**src/logic/adcbc_pkg.sv**
```systemverilog
// Constants, types and register map of the converter control block
`default_nettype none
package adcbc_pkg;

  // Result and control pins
  localparam int RES_W = 12;
  localparam int PIN_N = 5;
  localparam int PIN_CE = 0;
  localparam int PIN_CSB = 1;
  localparam int PIN_RDC = 2;
  localparam int PIN_W12 = 3;
  localparam int PIN_BSC = 4;
  localparam logic [3:0] MSB_IDX = 4'hb;
  localparam logic [3:0] SHORT_LSB = 4'h4;
  localparam logic [3:0] LAST_BIT = 4'h0;
  localparam logic [3:0] SHORT_TAIL = 4'h8;

  // Output enable patterns
  localparam logic [RES_W-1:0] OE_NONE = 12'h000;
  localparam logic [RES_W-1:0] OE_ALL = 12'hfff;
  localparam logic [RES_W-1:0] OE_HIGH = 12'hff0;
  localparam logic [RES_W-1:0] OE_LOW = 12'h0ff;

  // Timing
  localparam int CLK_MHZ = 250;
  localparam int BIT_NS = 1000;
  localparam int HS_NS = 500;
  localparam int CNT_W = 10;
  localparam logic [CNT_W-1:0] BIT_CYC = CNT_W'(BIT_NS * CLK_MHZ / 1000);
  localparam logic [CNT_W-1:0] HS_CYC =
    CNT_W'((HS_NS * CLK_MHZ + 999) / 1000);

  // Register map
  localparam int ADDR_W = 12;
  localparam logic [ADDR_W-1:0] ADDR_STATUS = 12'h000;
  localparam logic [ADDR_W-1:0] ADDR_MASK = 12'h004;
  localparam logic [ADDR_W-1:0] ADDR_RESULT = 12'h008;
  localparam int ST_W = 2;
  localparam int ST_DONE = 0;
  localparam int ST_OVR = 1;
  localparam int RB_SHORT = 12;
  localparam int RB_BUSY = 13;

  typedef enum logic [1:0] {
    ADCBC_IDLE,
    ADCBC_CONV,
    ADCBC_SETTLE
  } adcbc_phase_e;

  typedef struct packed {
    logic [ADDR_W-1:0] paddr;
    logic pwrite;
    logic [31:0] pwdata;
    logic psel;
    logic penable;
  } adcbc_apb_s;

  typedef struct packed {
    logic [PIN_N-1:0] s1;
    logic [PIN_N-1:0] s2;
    logic [PIN_N-1:0] s3;
    logic [PIN_N-1:0] flt;
    logic prevStart;
    adcbc_phase_e phase;
    logic shortCyc;
    logic [3:0] bitIdx;
    logic [CNT_W-1:0] cnt;
    logic [RES_W-1:0] sar;
    logic [RES_W-1:0] res;
    logic busyFlag;
    logic [RES_W-1:0] dataOut;
    logic [RES_W-1:0] dataOe;
    logic [ST_W-1:0] status;
    logic [ST_W-1:0] mask;
    logic irq;
    logic [31:0] prdata;
    logic pready;
    logic pslverr;
  } adcbc_state_s;

endpackage
`default_nettype wire

```
**src/logic/adcbc_top.sv**
```systemverilog
// Converter start, successive approximation, output gating and APB slave
`timescale 1ns/1ps
`default_nettype none

module adcbc_top
  import adcbc_pkg::*;
(
  input wire logic mclk,
  input wire logic rst_b,
  input wire logic clkEn,
  input wire logic [PIN_N-1:0] ctrlPins,
  input wire logic [RES_W-1:0] sampleCode,
  input wire adcbc_apb_s apbReq,
  output logic [31:0] prdata,
  output logic pready,
  output logic pslverr,
  output logic busyFlag,
  output logic [RES_W-1:0] dataOut,
  output logic [RES_W-1:0] dataOe,
  output logic irq
);

  localparam adcbc_state_s ST_RESET = adcbc_state_s'('0);

  adcbc_state_s r;
  adcbc_state_s next_r;

  ////////////////////////////////////////////////////////////////////////////
  // Output decode

  function automatic logic [RES_W-1:0] oeFor(input logic w12,
                                              input logic bsc);
    if (w12) begin
      oeFor = OE_ALL;
    end else if (bsc) begin
      oeFor = OE_LOW;
    end else begin
      oeFor = OE_HIGH;
    end
  endfunction

  function automatic logic [RES_W-1:0] dataFor(input logic w12,
                                                input logic bsc,
                                                input logic [RES_W-1:0] v);
    if (w12) begin
      dataFor = v;
    end else if (bsc) begin
      dataFor = {4'h0, 4'h0, v[3:0]};
    end else begin
      dataFor = {v[RES_W-1:4], 4'h0};
    end
  endfunction

  ////////////////////////////////////////////////////////////////////////////
  // Combinational next state

  logic startCond;
  logic startEdge;
  logic readGate;
  logic [RES_W-1:0] trial;
  logic [RES_W-1:0] kept;
  logic [RES_W-1:0] oeTarget;
  logic apbReqNew;
  logic apbDone;
  logic [ST_W-1:0] stSet;
  logic [ST_W-1:0] stClr;
  logic [3:0] lastBit;

  always_comb begin
    next_r = r;
    stSet = '0;
    stClr = '0;

    // Three-stage pin synchroniser, taken when stages two and three agree
    next_r.s1 = ctrlPins;
    next_r.s2 = r.s1;
    next_r.s3 = r.s2;
    for (int i = 0; i < PIN_N; i++) begin
      if (r.s2[i] == r.s3[i]) begin
        next_r.flt[i] = r.s3[i];
      end
    end

    startCond = r.flt[PIN_CE] & ~r.flt[PIN_CSB]
                & ~r.flt[PIN_RDC];
    startEdge = startCond & ~r.prevStart;
    next_r.prevStart = startCond;

    if (startEdge) begin
      next_r.shortCyc = r.flt[PIN_BSC];
      if (r.busyFlag) begin
        stSet[ST_OVR] = 1'b1;
      end else begin
        next_r.phase = ADCBC_CONV;
        next_r.busyFlag = 1'b1;
        next_r.bitIdx = MSB_IDX;
        next_r.cnt = BIT_CYC - 1'b1;
        next_r.sar = '0;
      end
    end

    // One bit decided per bit time, MSB first
    trial = r.sar | (RES_W'(1) << r.bitIdx);
    kept = (trial <= sampleCode) ? trial : r.sar;
    lastBit = r.shortCyc ? SHORT_LSB : LAST_BIT;
    unique case (r.phase)
      ADCBC_IDLE: begin
      end
      ADCBC_CONV: begin
        if (r.cnt != '0) begin
          next_r.cnt = r.cnt - 1'b1;
        end else if (r.bitIdx <= lastBit) begin
          next_r.res = r.shortCyc ? {kept[RES_W-1:4], SHORT_TAIL}
                                  : kept;
          next_r.phase = ADCBC_SETTLE;
          next_r.cnt = HS_CYC - 1'b1;
        end else begin
          next_r.sar = kept;
          next_r.bitIdx = r.bitIdx - 1'b1;
          next_r.cnt = BIT_CYC - 1'b1;
        end
      end
      ADCBC_SETTLE: begin
        if (r.cnt != '0) begin
          next_r.cnt = r.cnt - 1'b1;
        end else begin
          next_r.phase = ADCBC_IDLE;
          next_r.busyFlag = 1'b0;
          stSet[ST_DONE] = 1'b1;
        end
      end
    endcase

    // Output buffers with break-before-make between byte patterns
    readGate = r.flt[PIN_RDC] & ~r.busyFlag & r.flt[PIN_CE]
               & ~r.flt[PIN_CSB];
    oeTarget = readGate ? oeFor(r.flt[PIN_W12], r.flt[PIN_BSC])
                        : OE_NONE;
    if (r.dataOe != OE_NONE && oeTarget != OE_NONE
        && oeTarget != r.dataOe) begin
      next_r.dataOe = OE_NONE;
    end else begin
      next_r.dataOe = oeTarget;
    end
    next_r.dataOut = dataFor(r.flt[PIN_W12], r.flt[PIN_BSC],
                             r.res);

    // APB: one wait state, registered answer
    apbReqNew = apbReq.psel & apbReq.penable & ~r.pready;
    apbDone = apbReq.psel & apbReq.penable & r.pready;
    next_r.pready = apbReqNew;
    if (apbReqNew) begin
      next_r.pslverr = 1'b0;
      next_r.prdata = '0;
      unique case (apbReq.paddr)
        ADDR_STATUS: next_r.prdata = 32'(r.status);
        ADDR_MASK: next_r.prdata = 32'(r.mask);
        ADDR_RESULT: begin
          next_r.prdata = 32'(r.res);
          next_r.prdata[RB_SHORT] = r.shortCyc;
          next_r.prdata[RB_BUSY] = r.busyFlag;
        end
        default: next_r.pslverr = 1'b1;
      endcase
    end else if (!apbDone) begin
      next_r.pslverr = 1'b0;
    end
    if (apbDone && apbReq.pwrite && apbReq.paddr == ADDR_MASK) begin
      next_r.mask = apbReq.pwdata[ST_W-1:0];
    end
    if (apbDone && !apbReq.pwrite && apbReq.paddr == ADDR_STATUS) begin
      stClr = r.prdata[ST_W-1:0];
    end

    // Sticky events, a set in the clearing cycle survives
    next_r.status = (r.status & ~stClr) | stSet;
    next_r.irq = |(next_r.status & next_r.mask);
  end

  ////////////////////////////////////////////////////////////////////////////
  // State register

  always_ff @(posedge mclk) begin
    if (!rst_b) begin
      r <= ST_RESET;
    end else if (clkEn) begin
      r <= next_r;
    end
  end

  assign prdata = r.prdata;
  assign pready = r.pready;
  assign pslverr = r.pslverr;
  assign busyFlag = r.busyFlag;
  assign dataOut = r.dataOut;
  assign dataOe = r.dataOe;
  assign irq = r.irq;
endmodule // adcbc_top
`default_nettype wire

```
**config.mk**
```make
export PLATFORM = sky130hd
export DESIGN_NAME = adcbc_top
export DESIGN_NICKNAME = d
export VERILOG_FILES = /design/src/logic/adcbc_pkg.sv /design/src/logic/adcbc_top.sv
export SDC_FILE = /design/constraint.sdc
export NUM_CORES = 1
export LEC_CHECK = 0
export BUFFER_PORTS_ARGS = -buffer_cell sky130_fd_sc_hd__buf_4
export CORE_ASPECT_RATIO = 0.5
export CORE_UTILIZATION = 55
export CTS_CLUSTER_SIZE = 28
export DETAILED_ROUTE_END_ITERATION = 8
export PLACE_DENSITY = 0.82
export SYNTH_ARGS = -nofsm -noshare
export SYNTH_HDL_FRONTEND = slang
export SYNTH_SLANG_ARGS = --single-unit
```
**constraint.sdc**
```tcl
create_clock -name mclk -period 5.7 [get_ports mclk]
set_input_delay 0.285 -clock mclk [delete_from_list [all_inputs] [get_ports mclk]]
set_output_delay 0.285 -clock mclk [all_outputs]
set_load 0.02 [all_outputs]
```
==> flow_summary_export.csv <==
group,metric,value,unit
status,status,"complete, but fails checks",
status,failing_checks,"design-rule violations",
detailed_routing,via_per_inst,5.628,
sta,setup_total_negative_slack,0,ns
sta,worst_clock_skew,0.008572,ns
detailed_routing,num_vias,4345,
synth,synthCells,628,
clock_network,holdBufCountCts,0,
sta,timing.final.hold_violations,0,
clock_network,clk_pin_slew,0.07,ns
place,io_buffer_count,78,
global_route,grt_max_degree,54,
sta,slew_violations,0,
clock_network,clockRootBuffer,"sky130_fd_sc_hd__clkbuf_16",
layout,multi_input_gate_area_in_the_final_layout,0.002516,mm2
power,power.share.switching,23.05,%
sta,worst_setup_margin,2.336,ns
power,p_int,1.069,mW
detailed_routing,antenna_violating_nets_post_route,0,
worst_setup_path,required,5.96,ns
synth,synth.lib_cells_used.distinct,58,
layout,final_core_density,64.01,%
power,peakVddDrop,130.5,uV
sta,setup_viol,0,
place,globalplace.congestion,0.8566,
global_route,grt-ovfl-total,0,
power,p_leak,2.364,nW
synth,yosysWarnings,0,
clock_network,cts-buffers-inserted,9,
power,share_seq_of_total_power,50.4,%
worst_setup_path,worstPathArrival,3.62,ns
power,p_sw,0.3203,mW
synth,postSynth.topFlopCell,"sky130_fd_sc_hd__dfxtp_1",
detailed_routing,drc,14,
place,preCtsSetupSlack,2.409,ns
layout,layout_common_cells,"sky130_fd_sc_hd__dfxtp_1 (99), sky130_fd_sc_hd__buf_4 (79), sky130_fd_sc_hd__a21oi_1 (74)",
floorplan,design.core.area,0.008859,mm2
synth,synth-seq-area-share,38.78,%
synth,ys_async_sr_fraction,0,%
layout,layoutNonFillerInstCount,772,
layout,syn2layout_area_growth,10.94,%
sta,slew_headroom,28.68,%
floorplan,die_height,70.17,um
global_route,global_route_wire_length_before_repair,18810,um
synth,post_synth_instance_area,0.005111,mm2
worst_setup_path,startpoint_type,"flop",
synth,synth_top_family_by_area,"compound AO/OA/AOI/OAI gates",
clock_network,post_cts_resize_count,0,
layout,final_common_cell,"sky130_fd_sc_hd__dfxtp_1",
floorplan,die_x,138.3,um
place,dpl.hpwl,8049,um
worst_setup_path,critPathCaptureType,"flop",
floorplan,die_area,0.009706,mm2
layout,layout.area.seq,0.001982,mm2
place,detailed_place.area,0.005369,mm2
layout,post_route_cells_drive_above_1_share,17.56,%
power,share_comb_of_total_power,5.8,%
synth,synth_area_per_cell,8.139,um2
clock_network,clock_insertion_delay_worst_skew,0.35,ns
sta,tightestPinTransition,1.061,ns
layout,fillerInstances,762,
sta,rsz0062_at_grt,"no",
synth,adder_cell_fraction_of_synth_area,5.141,%
sta,achievable-frequency,297.2,MHz
power,power.share.clock,43.9,%
clock_network,numClockSinks,99,
synth,synthMuxAreaShare,3.133,%
synth,synth_xor_area_share,0.5141,%
detailed_routing,detail_route.wirelength,11420,um
synth,synthSimpleGateAreaFrac,18.85,%
floorplan,floorplan.initialDensity,57.70,%
synth,synth-compound-area-share,20.27,%
synth,synth_seq_cells,99,
detailed_routing,drt_pre_antenna_iters,7,
detailed_routing,drt-wirelength-per-cell,14.80,um
detailed_routing,count_of_routing_violations_after_the_opening_detailed_route_iteration,493,
synth,synth-edff-count,0,
floorplan,fp-row-count,24,
clock_network,cts.htree.levels,3,
power,power-per-cell-area,245.1,mW/mm2
place,dp.cells,756,
flow_run,maxCapViolCount,0,
clock_network,cts.path.max_buffers,2,
clock_network,cts_tree,"built",
worst_setup_path,crit_path_max_fanout,12,
worst_setup_path,critPathKind,"flop to flop",
global_route,vias_in_the_first_global_route,3837,
sta,layout_worst_path_cycle_share,59.02,%
global_route,global_route_total_usage_across_every_layer,24.15,%
global_route,antenna_found_initial,0,
clock_network,post_cts_buffers,0,
floorplan,boundaryPins,127,
layout,layout_nets,738,
layout,finalInstanceArea,0.005670,mm2
worst_hold_path,min_path_type,"input pin to flop",
sta,layout_min_cycle_time,3.364,ns
layout,insertedDiodeCount,0,
through the flow:
step           hold slack (ns)  total power [mW]
3_5_place_dp            0.4436            0.7953
6_report                0.1800             1.390
3_3_place_gp            0.4370            0.7940
5_1_grt                 0.1843             1.432
2_1_floorplan           0.4292            0.7758
4_1_cts                 0.1737             1.398
worst max-delay path: stages, from the launching register on:
cell,delay [ns]
sky130_fd_sc_hd__dfxtp_1,0.42
sky130_fd_sc_hd__inv_1,0.11
sky130_fd_sc_hd__ha_1,0.24
sky130_fd_sc_hd__a21oi_1,0.31
sky130_fd_sc_hd__inv_1,0.09
sky130_fd_sc_hd__ha_1,0.30
sky130_fd_sc_hd__nor2b_1,0.13
sky130_fd_sc_hd__o211ai_1,0.15
sky130_fd_sc_hd__a21oi_1,0.10
sky130_fd_sc_hd__o31ai_2,0.54
sky130_fd_sc_hd__nand4_1,0.54
sky130_fd_sc_hd__o21ai_0,0.35
flip-flops by register name (all words and copies together), names as in the netlist, 3 cells and up:
signal / flops
dataOut: 12
r: 56
dataOe: 3
prdata: 14
next_r: 10
routing by layer:
layer	track usage, %	share of wire [%]
met5	0	0
met4	5.868	1.2
met3	5.213	6.6
met2	38.24	45
met1	33.56	48
power by group through the flow:
stage	Clock [mW]	Combinational, mW	Sequential, mW
final	0.609	0.0803	0.700
after global routing	0.644	0.0884	0.700
after detailed placement	0	0.0796	0.716
after global placement	0	0.0784	0.716
after floorplan	0	0.0599	0.716
after CTS	0.618	0.0799	0.700
worst paths after layout:
kind	from	end	slack, ns	cells past startpoint
hold / removal	ctrlPins[2]	next_r[118]	0.18	3
setup / recovery	r[99]	r[77]	2.34	11
hold reg to reg	r[84]	r[84]	0.45	2
setup reg to reg	r[99]	r[77]	2.34	11
cell families after synthesis:
group | after synthesis
other | 1
adder cells (fa/ha/maj) | 21
multiplexers | 16
flip-flops | 99
buffers and inverters | 120
AO/OA/AOI/OAI | 173
AND/OR/NAND/NOR | 195
XOR/XNOR | 3
area by class of cell:
type	instances	share of cell area, %
multi-input combinational	426	44.37
tap	117	2.582
clock buffer	9	3.972
sequential	99	34.95
clock inverter	7	1.346
timing repair buffer	79	10.46
inverter	35	2.317
synth_stat cells (2+ instances only):
cell,n,area (um2)
sky130_fd_sc_hd__dfxtp_1,99,1982
sky130_fd_sc_hd__a21oi_1,74,370.4
sky130_fd_sc_hd__nor2_1,73,274.0
sky130_fd_sc_hd__buf_4,56,420.4
sky130_fd_sc_hd__nand2_1,49,183.9
sky130_fd_sc_hd__inv_1,34,127.6
sky130_fd_sc_hd__o21ai_0,33,165.2
sky130_fd_sc_hd__nand3_1,27,135.1
sky130_fd_sc_hd__ha_1,21,262.8
sky130_fd_sc_hd__clkbuf_1,19,71.32
sky130_fd_sc_hd__mux2i_1,16,160.2
sky130_fd_sc_hd__a22oi_1,14,105.1
sky130_fd_sc_hd__o21ai_1,12,60.06
sky130_fd_sc_hd__a211oi_1,9,67.56
sky130_fd_sc_hd__nor3_1,7,35.03
sky130_fd_sc_hd__buf_2,6,30.03
sky130_fd_sc_hd__nand4_1,6,37.54
sky130_fd_sc_hd__a31oi_1,4,25.02
sky130_fd_sc_hd__and2_1,4,25.02
sky130_fd_sc_hd__nor2b_1,4,25.02
sky130_fd_sc_hd__o21a_1,4,30.03
sky130_fd_sc_hd__o31ai_2,4,50.05
sky130_fd_sc_hd__a311oi_1,3,26.28
sky130_fd_sc_hd__nand2b_1,3,18.77
sky130_fd_sc_hd__o221a_2,3,33.78
sky130_fd_sc_hd__o22ai_1,3,18.77
sky130_fd_sc_hd__xnor2_1,3,26.28
sky130_fd_sc_hd__and4_1,2,17.52
sky130_fd_sc_hd__buf_1,2,7.510
sky130_fd_sc_hd__nor3b_1,2,15.01
sky130_fd_sc_hd__nor4_1,2,12.51
sky130_fd_sc_hd__o2bb2ai_1,2,17.52
sky130_fd_sc_hd__o31ai_1,2,15.01
sky130_fd_sc_hd__or4_4,2,22.52
Note: power is estimated with default switching activity, not from simulation.
